### config.mk
export PLATFORM = sky130hd
export DESIGN_NAME = avsc_top
export DESIGN_NICKNAME = d
export VERILOG_FILES = /design/src/verilog/avsc_pkg.sv /design/src/verilog/avsc_top.sv
export SDC_FILE = /design/constraint.sdc
export NUM_CORES = 1
export LEC_CHECK = 0
export BUFFER_PORTS_ARGS = -buffer_cell sky130_fd_sc_hd__buf_2
export CORE_MARGIN = 10
export CORE_UTILIZATION = 47
export CTS_BUF_LIST = sky130_fd_sc_hd__clkbuf_8
export CTS_CLUSTER_DIAMETER = 120
export DETAILED_ROUTE_END_ITERATION = 16
export GPL_TIMING_DRIVEN = 0
export HOLD_SLACK_MARGIN = 0.06
export SLEW_MARGIN = 25
export SYNTH_ARGS = -nofsm -noshare
export SYNTH_HDL_FRONTEND = slang
export SYNTH_SLANG_ARGS = --single-unit
### constraint.sdc
create_clock -name ref_clk -period 5.3 [get_ports ref_clk]
set_clock_uncertainty 0.1 [all_clocks]
set_input_delay 0.265 -clock ref_clk [delete_from_list [all_inputs] [get_ports ref_clk]]
set_output_delay 0.265 -clock ref_clk [all_outputs]
set_load 0.01 [all_outputs]
### src/verilog/avsc_pkg.sv
//
// Contract
// - revision register always reads fixed value
// - decode full serial command set
// - voltage adjust sets seven-bit code
// - strap address latched while initialising (after bias rise or pin reset)
// - strap level maps to addresses 0..7
// - regulator enable follows on/off input
// - bias rise: ready within 100 us
// - bias low forces shutdown
// - buck enable is control AND ready AND active state
// - control selects active/sleep, reloads code from default register
// - fault low holds code at the default register value (resets 7F)
// - fault high re-allows code writes
// - reset pin is separate level reset
// - commands and pins steer buck enable
// - two wires: clock and bidirectional data
// - drive seven-bit current DAC code
// - code bit7 zero, resets 7F
// - sleep disables DAC, registers stay accessible
package avsc_pkg;
  // ****************************************
  // commands and frame layout
  // ****************************************
  localparam logic [3:0] CMD_CORE_ADJ = 4'h1;
  localparam logic [3:0] CMD_RESET = 4'h2;
  localparam logic [3:0] CMD_SLEEP = 4'h3;
  localparam logic [3:0] CMD_SHUTDOWN = 4'h4;
  localparam logic [3:0] CMD_WAKEUP = 4'h5;
  localparam logic [3:0] CMD_REG_READ = 4'h6;
  localparam logic [3:0] CMD_REG_WRITE = 4'h7;
  localparam logic [3:0] CMD_AUTH = 4'h8;
  localparam logic [3:0] CMD_SYNC = 4'h9;
  localparam int FRAME_BITS = 22;
  localparam int REPLY_BITS = 9;
  // ****************************************
  // registers
  // ****************************************
  localparam logic [7:0] ADDR_CURRENT_INJ = 8'h00;
  localparam logic [7:0] ADDR_STATUS = 8'h03;
  localparam logic [7:0] ADDR_CAPABILITY = 8'h04;
  localparam logic [7:0] ADDR_DEFAULT = 8'h09;
  localparam logic [7:0] ADDR_RAMP = 8'h0A;
  localparam logic [7:0] ADDR_REVISION = 8'h7F;
  localparam logic [6:0] CODE_RESET = 7'h7F;
  localparam logic [7:0] RAMP_RESET = 8'h9C;
  localparam logic [7:0] CAPABILITY_VALUE = 8'h02;
  localparam logic [7:0] AUTH_REPLY = 8'hA5;
  // ****************************************
  // timing
  // ****************************************
  localparam int CLK_MHZ = 100;
  localparam int INIT_US = 100;
  localparam int INIT_CYCLES = INIT_US * CLK_MHZ;
  typedef enum logic [1:0] {ST_SHUTDOWN, ST_INIT, ST_ACTIVE, ST_SLEEP} avsc_state_type;
endpackage : avsc_pkg

### src/verilog/avsc_top.sv
`timescale 1ns/1ps
module avsc_top import avsc_pkg::*; #(
  parameter int INIT_COUNT = INIT_CYCLES,
  parameter logic [7:0] REVISION_ID = 8'h5A // arbitrary value
) (
  input wire logic ref_clk,
  input wire logic arst_n,
  input wire logic reset_in_low,
  input wire logic on_off,
  input wire logic bias_turn_on,
  input wire logic control_in,
  input wire logic fault_in_low,
  input wire logic [2:0] strap_level,
  input wire logic serial_clk,
  input wire logic serial_data_in,
  output logic serial_data_out,
  output logic serial_data_oe,
  output logic ldo_output,
  output logic buck_stage_turn_on,
  output logic dac_enable,
  output logic [6:0] injection_current_code,
  output logic ready
);
  initial begin
    if (INIT_COUNT < 1 || INIT_COUNT > INIT_CYCLES) $error("init count out of range");
  end
  // ****************************************
  // reset release and input sync
  // ****************************************
  logic [1:0] rst_sync_q;
  logic rst_n;
  always_ff @(posedge ref_clk or negedge arst_n) begin
    if (!arst_n) rst_sync_q <= 2'h0;
    else rst_sync_q <= {rst_sync_q[0], 1'b1};
  end
  assign rst_n = rst_sync_q[1];

  localparam int NS = 7;
  logic [NS-1:0] s1_q, s2_q;
  always_ff @(posedge ref_clk or negedge rst_n) begin
    if (!rst_n) begin
      // idle levels: reset and fault pins high, so no false reset after release
      s1_q <= 7'h44;
      s2_q <= 7'h44;
    end else begin
      s1_q <= {reset_in_low, on_off, bias_turn_on, control_in, fault_in_low, serial_clk, serial_data_in};
      s2_q <= s1_q;
    end
  end
  wire rstin_s = s2_q[6];
  wire onoff_s = s2_q[5];
  wire bias_s = s2_q[4];
  wire ctl_s = s2_q[3];
  wire flt_s = s2_q[2];
  wire sclk_s = s2_q[1];
  wire sdat_s = s2_q[0];
  logic [2:0] strap1_q, strap2_q;
  always_ff @(posedge ref_clk or negedge rst_n) begin
    if (!rst_n) begin
      strap1_q <= 3'h0;
      strap2_q <= 3'h0;
    end else begin
      strap1_q <= strap_level;
      strap2_q <= strap1_q;
    end
  end
  // logic reset from pin, separate from bias and control
  wire lrst = !rstin_s;
  // ****************************************
  // state sequencing
  // ****************************************
  avsc_state_type state_q, state_d;
  logic bias_q, ctl_q, sclk_q;
  logic [$clog2(INIT_CYCLES+1)-1:0] init_cnt_q;
  logic [2:0] addr_q;
  logic cmd_sleep, cmd_wake, cmd_shut;
  wire bias_rise = bias_s && !bias_q;
  wire ctl_change = ctl_s != ctl_q;
  wire init_done = init_cnt_q == ($clog2(INIT_CYCLES+1))'(INIT_COUNT - 1);
  always_comb begin
    state_d = state_q;
    case (state_q)
      ST_SHUTDOWN: if (bias_rise) state_d = ST_INIT;
      ST_INIT: if (init_done) state_d = ctl_s ? ST_ACTIVE : ST_SLEEP;
      ST_ACTIVE: begin
        if (cmd_shut) state_d = ST_SHUTDOWN;
        else if (cmd_sleep || (ctl_change && !ctl_s)) state_d = ST_SLEEP;
      end
      ST_SLEEP: begin
        if (cmd_shut) state_d = ST_SHUTDOWN;
        else if (cmd_wake || (ctl_change && ctl_s)) state_d = ST_ACTIVE;
      end
      default: state_d = ST_SHUTDOWN;
    endcase
    if (!bias_s) state_d = ST_SHUTDOWN;
  end
  always_ff @(posedge ref_clk or negedge rst_n) begin
    if (!rst_n) begin
      state_q <= ST_SHUTDOWN;
      bias_q <= 1'b0;
      ctl_q <= 1'b0;
      sclk_q <= 1'b0;
      init_cnt_q <= '0;
    end else begin
      state_q <= lrst ? (bias_s ? ST_INIT : ST_SHUTDOWN) : state_d;
      bias_q <= bias_s;
      ctl_q <= ctl_s;
      sclk_q <= sclk_s;
      init_cnt_q <= (state_q == ST_INIT && !init_done) ? init_cnt_q + 1'b1 : '0;
    end
  end
  // strap address taken only while initialising
  always_ff @(posedge ref_clk or negedge rst_n) begin
    if (!rst_n) addr_q <= 3'h0;
    else if (state_q == ST_INIT) addr_q <= strap2_q;
  end
  assign ready = state_q == ST_ACTIVE || state_q == ST_SLEEP;
  // ****************************************
  // serial frame receive and reply
  // ****************************************
  // frame: addr[21:19] cmd[18:15] reg[14:8] data[7:0], msb first
  logic [FRAME_BITS-1:0] sh_q;
  logic [4:0] bit_cnt_q;
  logic [REPLY_BITS-1:0] tx_q;
  logic [3:0] tx_cnt_q;
  wire sclk_rise = sclk_s && !sclk_q;
  wire sclk_fall = !sclk_s && sclk_q;
  // no receive while a reply is still on the line
  wire rx_idle = tx_cnt_q == 4'h0 && !serial_data_oe;
  wire frame_done = sclk_rise && bit_cnt_q == 5'(FRAME_BITS - 1) && rx_idle;
  wire [FRAME_BITS-1:0] frame = {sh_q[FRAME_BITS-2:0], sdat_s};
  wire [2:0] f_addr = frame[21:19];
  wire [3:0] f_cmd = frame[18:15];
  wire [6:0] f_reg = frame[14:8];
  wire [7:0] f_data = frame[7:0];
  wire for_me = frame_done && f_addr == addr_q;
  function automatic logic hit(input logic [3:0] c);
    hit = for_me && f_cmd == c;
  endfunction : hit
  assign cmd_sleep = hit(CMD_SLEEP);
  assign cmd_wake = hit(CMD_WAKEUP);
  assign cmd_shut = hit(CMD_SHUTDOWN);
  wire cmd_rst = hit(CMD_RESET);
  wire cmd_adj = hit(CMD_CORE_ADJ);
  wire cmd_wr = hit(CMD_REG_WRITE);
  wire cmd_rd = hit(CMD_REG_READ);
  wire cmd_auth = hit(CMD_AUTH);
  wire cmd_sync = hit(CMD_SYNC);
  // ****************************************
  // registers
  // ****************************************
  logic [6:0] code_q, dflt_q;
  logic [7:0] ramp_q;
  wire [7:0] reg_addr = {1'b0, f_reg};
  wire code_hold = !flt_s || ctl_change || cmd_rst || lrst;
  wire code_wr = (cmd_wr && reg_addr == ADDR_CURRENT_INJ) || cmd_adj;
  always_ff @(posedge ref_clk or negedge rst_n) begin
    if (!rst_n) begin
      code_q <= CODE_RESET;
      dflt_q <= CODE_RESET;
      ramp_q <= RAMP_RESET;
    end else begin
      if (code_hold) code_q <= dflt_q;
      else if (code_wr) code_q <= f_data[6:0];
      if (cmd_wr && reg_addr == ADDR_DEFAULT) dflt_q <= f_data[6:0];
      if (cmd_wr && reg_addr == ADDR_RAMP) ramp_q <= f_data & 8'hBF;
      if (cmd_rst) ramp_q <= RAMP_RESET;
    end
  end
  logic rd_hit;
  logic [7:0] rd_data;
  always_comb begin
    rd_hit = 1'b1;
    case (reg_addr)
      ADDR_CURRENT_INJ: rd_data = {1'b0, code_q};
      ADDR_STATUS: rd_data = {7'h07, flt_s};
      ADDR_CAPABILITY: rd_data = CAPABILITY_VALUE;
      ADDR_DEFAULT: rd_data = {1'b0, dflt_q};
      ADDR_RAMP: rd_data = ramp_q;
      ADDR_REVISION: rd_data = REVISION_ID;
      default: begin
        rd_data = 8'h00;
        rd_hit = 1'b0;
      end
    endcase
  end
  // reply shifts out on falling serial clock edges, start bit then data
  always_ff @(posedge ref_clk or negedge rst_n) begin
    if (!rst_n) begin
      sh_q <= '0;
      bit_cnt_q <= 5'h0;
      tx_q <= '0;
      tx_cnt_q <= 4'h0;
      serial_data_out <= 1'b0;
      serial_data_oe <= 1'b0;
    end else begin
      if (tx_cnt_q != 4'h0) begin
        if (sclk_fall) begin
          serial_data_out <= tx_q[REPLY_BITS-1];
          serial_data_oe <= 1'b1;
          tx_q <= {tx_q[REPLY_BITS-2:0], 1'b0};
          tx_cnt_q <= tx_cnt_q - 4'h1;
        end
      end else if (sclk_fall) begin
        serial_data_oe <= 1'b0;
      end
      if (frame_done || cmd_sync) begin
        bit_cnt_q <= 5'h0;
        sh_q <= '0;
      end else if (sclk_rise && rx_idle) begin
        sh_q <= frame;
        bit_cnt_q <= bit_cnt_q + 5'h1;
      end
      if ((cmd_rd && rd_hit) || cmd_auth) begin
        tx_q <= {1'b1, cmd_auth ? AUTH_REPLY : rd_data};
        tx_cnt_q <= 4'(REPLY_BITS);
      end
    end
  end
  // ****************************************
  // outputs
  // ****************************************
  assign ldo_output = onoff_s;
  assign buck_stage_turn_on = ctl_s && ready && state_q == ST_ACTIVE;
  assign dac_enable = state_q == ST_ACTIVE;
  assign injection_current_code = code_q;
endmodule : avsc_top

[Yosys cells after proc, flatten, opt, wreduce, memory -nomap -nowiden]
Cells that the tools add are included.
Storage, ports and cells
  input bits: 12
  memories: 0
  ROM bits: 0
  word-level logic and storage cells: 136
  output and inout bits: 13
  bits in latches: 0
  register bits: 107
  bits in writable memories: 0
Cells by class
  bitwise logic cells: 0
  multiply operators: 0
  mux-type cells: 32
  div/mod/pow operators: 0
  magnitude comparators: 0
  equal/unequal tests: 25
  reductions and logical operators: 56
  shift operators: 0
  $add $sub $neg: 3
Operator list (count)
  8-bit one-hot mux with 6 select lines: 1
  21-bit 2-to-1 mux: 2
  9-bit 2-to-1 mux: 3
  1-bit logical AND: 26
  8-bit 2-to-1 mux: 3
  4-bit by 3-bit equality test with 1-bit output (second input constant): 4
  2-bit 2-to-1 mux: 8
  14-bit by 1-bit adder with 14-bit output (second input constant): 1
  14-bit equality test (second input constant): 1
  7-bit by 4-bit equality test with 1-bit output (second input constant): 2
  14-bit 2-to-1 mux: 1
  7-bit 2-to-1 mux: 2
  4-bit 2-to-1 mux: 3
  5-bit 2-to-1 mux: 2
  5-bit != test (second input constant): 2
  2-bit nonzero test: 5
  1-bit logical OR: 9
  4-bit by 2-bit equality test with 1-bit output (second input constant): 2
  4-bit equality test (second input constant): 2
  1-bit zero test: 8
  8-bit zero test: 1
  4-bit != test (second input constant): 2
  2-bit one-hot mux with 4 select lines: 1
  7-bit by 2-bit equality test with 1-bit output (second input constant): 1
  17 further kinds: 24

[Depth between registers and ports, before layout]
  depth in word-level cells: 12
  depth in mapped cells: 9

[Worst setup path before layout]
Ideal clock, no wire load.
  path kind: register to register
  from: register tx_cnt_q[0]
  to: register dflt_q[0]
  data required time: 5.118 ns
  clock period less this slack: 2.303 ns
  setup time: 0.082 ns
  slack: 2.997 ns
  stages on the path, launching flop included: 9
  data arrival time: 2.121 ns
  path through: dfrtp_1 > inv_1 > ha_1 > or3b_1 > buf_2 > nor3_4 > nand3_2 > nor3b_4 > mux2_2
Between the ends
  word-level cells in the longest chain between the ends: 6
Ends and longest elaborated chain
  from (decl): line avsc_top.sv:125  | logic [3:0] tx_cnt_q;
  from (signal assigned): line avsc_top.sv:202  | tx_cnt_q <= tx_cnt_q - 4'h1;
  from (signal assigned): line avsc_top.sv:216  | tx_cnt_q <= 4'(REPLY_BITS);
  4-bit zero test: line avsc_top.sv:129  | wire rx_idle = tx_cnt_q == 4'h0 && !serial_data_oe;
  1-bit logical AND: line avsc_top.sv:129
  1-bit logical AND: line avsc_top.sv:130  | wire frame_done = sclk_rise && bit_cnt_q == 5'(FRAME_BITS - 1) && rx_idle;
  1-bit logical AND: line avsc_top.sv:136  | wire for_me = frame_done && f_addr == addr_q;
  1-bit logical AND: line avsc_top.sv:138  | hit = for_me && f_cmd == c;
  1-bit logical AND: line avsc_top.sv:165  | if (cmd_wr && reg_addr == ADDR_DEFAULT) dflt_q <= f_data[6:0];
  to (signal assigned): line avsc_top.sv:165
  to (decl): line avsc_top.sv:152  | logic [6:0] code_q, dflt_q;
No other way between the ends.
A chain may end at the register's enable or synchronous reset.

[Worst setup path after layout]
Ends and elaborated chain as after synthesis.

==> flow_summary.toml <==
[floorplanning]
io_pins = 25
start_util_pct = 48.0
fp-row-count = 37
die_y_um = 122
core_mm2 = 0.0102
die_w_um = 122
dieArea_mm2 = 0.0149

[sta]
fmax_mhz = 385
period_share_pct = 49.1
worst_slew_pin_slew_ns = 0.666
period_needed_ns = 2.60
slew_viol_final = 0
fin_ws_ns = 2.70
slew_headroom_pct = 55.4
rsz0062_at_grt = "false"
setup-tns-final_ns = 0
setup_viol = 0
final_hold_viol_count = 0
whs_ns = 0.0976

[yosys]
ys_warn_count = 0
ys.flop_type = "dfrtp_1"
synth_fp_nets = 474
avgSynthCellArea_um2 = 10.8
synth_edf_count = 0
ys_seq_area_share_pct = 54.6
syn-cell-area_mm2 = 0.00491
synthArstFlopShare_pct = 100
ys_types = 66
syn_inst = 456
yosys_register_bits = 106

[global_route]
grt_start_max_net_pins = 44
grt_pass1_vias = 3494
track_usage_pct = 14.8
antenna_found_initial = 0
grt.overflow.total = 0
grt_first_pass_wirelength_um = 17500

[clocking]
clock_latency_ns = 0.37
cts_tree = "built"
clockBufferDepth = 2
clkSinkCount = 106
clkTransAtPathRegs_ns = 0.09
cts_resized = 0
postCtsSetupBuffers = 0
cts-root-buf = "clkbuf_8"
cts-htree-levels = 3
cts-hold-fix-buffers = 11
cts_buffers = 9

[finish]
syn2layout_area_growth_pct = 13.0
diodes = 0
layout.nets = 522
design_area_mm2 = 0.00555
final_common_cell = "dfrtp_1"
drive_gt1_share_pct = 22.4
final_cell_mix = "dfrtp_1, nand2_1, mux2_2, buf_2, nor2_1"
final_util_pct = 54.2
fillCellCount = 921
final_cells = 645

[placed_design]
place_congestion = 0.921
portBuffers = 24
detailed_place_hpwl_um = 7510
place_ws_ns = 2.70
place_inst = 618
placed_area_mm2 = 0.00524

[pwr]
power.total_mw = 1.72
vdd_drop_max_uv = 185
p_per_area_mw_per_mm2 = 309
p_leak_nw = 2.45

[critical_path]
crit_required_ns = 5.50
ff2ff_setup_slack_ns = 2.70
crit_type = "reg -> reg"
crit_path_end_kind = "register"
crit_fanout = 7
critical_path_arrival_ns = 2.80
crit_path_start_kind = "register"
reg2reg_depth = 8

[routing]
via_per_inst = 5.38
routedWlPerCell_um = 16.1
totalWireLength_um = 10400
post-route-drc-count = 0
drt_pass1_iterations = 4
antenna_left = 0
drt_iter0_drc = 241
num_vias = 3471

[hold_path]
min_path_type = "in -> async"

[status]
status = "complete, no violations"

[run]
maxCapViolCount = 0
per-layer routing:
metal / vias to the layer above / share of wire (%) / routed length [um] / track usage, %
met2: 44 / 46 / 4730 / 22.3
met1: 1713 / 50 / 5230 / 20.7
li1: 1703 / - / - / -
met5: - / 0 / 0 / 0
met3: 11 / 2.5 / 261 / 2.36
met4: 0 / 1.6 / 164 / 6.11
cell families (layout without fill, tap and decap cells):
logic type,count (synthesis),count (layout),share of synthesized area [%]
simple gates,182,182,19.0
other cells,1,1,0.0764
buf+inv,38,91,3.19
compound gates,68,68,10.1
fa+ha+maj,6,6,1.53
xor+xnor,18,18,3.21
mux,37,37,8.28
flops,106,106,54.6
cell usage after synthesis, types with 5 or more instances:
cell / count / area [um2]
inv_1: 15 / 56.3
mux2i_1: 8 / 80.1
a22oi_1: 5 / 37.5
o21ai_0: 20 / 100
mux2_2: 29 / 327
dfstp_2: 22 / 578
nor3_1: 11 / 55.1
dfrtp_1: 84 / 2100
nor2b_1: 6 / 37.5
clkbuf_1: 15 / 56.3
nand3_1: 21 / 105
nand4_1: 5 / 31.3
xor2_1: 8 / 70.1
and3_1: 9 / 56.3
nor2_1: 25 / 93.8
nand2_1: 68 / 255
ha_1: 6 / 75.1
xnor2_1: 10 / 87.6
state kept, by name (all words and copies together), names as in the netlist, 2 cells and up:
name	count
injection_current_code	7
ramp_q	7
s2_q	7
init_cnt_q	14
tx_q	9
bit_cnt_q	5
strap2_q	3
dflt_q	7
strap1_q	3
tx_cnt_q	4
state_q	2
s1_q	7
rst_sync_q	2
addr_q	3
sh_q	21
power breakdown:
| part | leakage [nW] | internal (mW) | total, mW | switching, mW |
|---|---|---|---|---|
| clock network | 0.107 | 0.228 | 0.496 | 0.268 |
| logic | 1.01 | 0.114 | 0.286 | 0.173 |
| registers | 1.32 | 0.871 | 0.933 | 0.0624 |
final cells by class:
class	instances	area, um2	share of cell area [%]
buffer	23	100	1.80
clock buffer	10	138	2.48
clock inverter	6	57.6	1.04
inverter	15	56.3	1.01
multi-input combinational	312	2070	37.4
sequential	106	2680	48.4
tap	136	170	3.07
timing repair buffer	37	270	4.87
critical path, stage by stage (launching register included):
cell     delay (ns)
dfrtp_1        0.42
inv_1          0.07
ha_1           0.15
or3b_1         0.34
buf_2          0.17
nor3_4         0.26
nand3_2        0.15
nor3b_4        0.49
mux2_2         0.39
path summary, 6_finish.rpt:
path	start	to
max	tx_cnt_q[0]	dflt_q[0]
min	arst_n	rst_sync_q[1]
max reg2reg	tx_cnt_q[0]	dflt_q[0]
min reg2reg	rst_sync_q[1]	sh_q[7]
max in group asynchronous	rst_sync_q[1]	s1_q[6]
min in group ref_clk	strap1_q[1]	strap2_q[1]
Note: power is estimated with default switching activity, not from simulation.
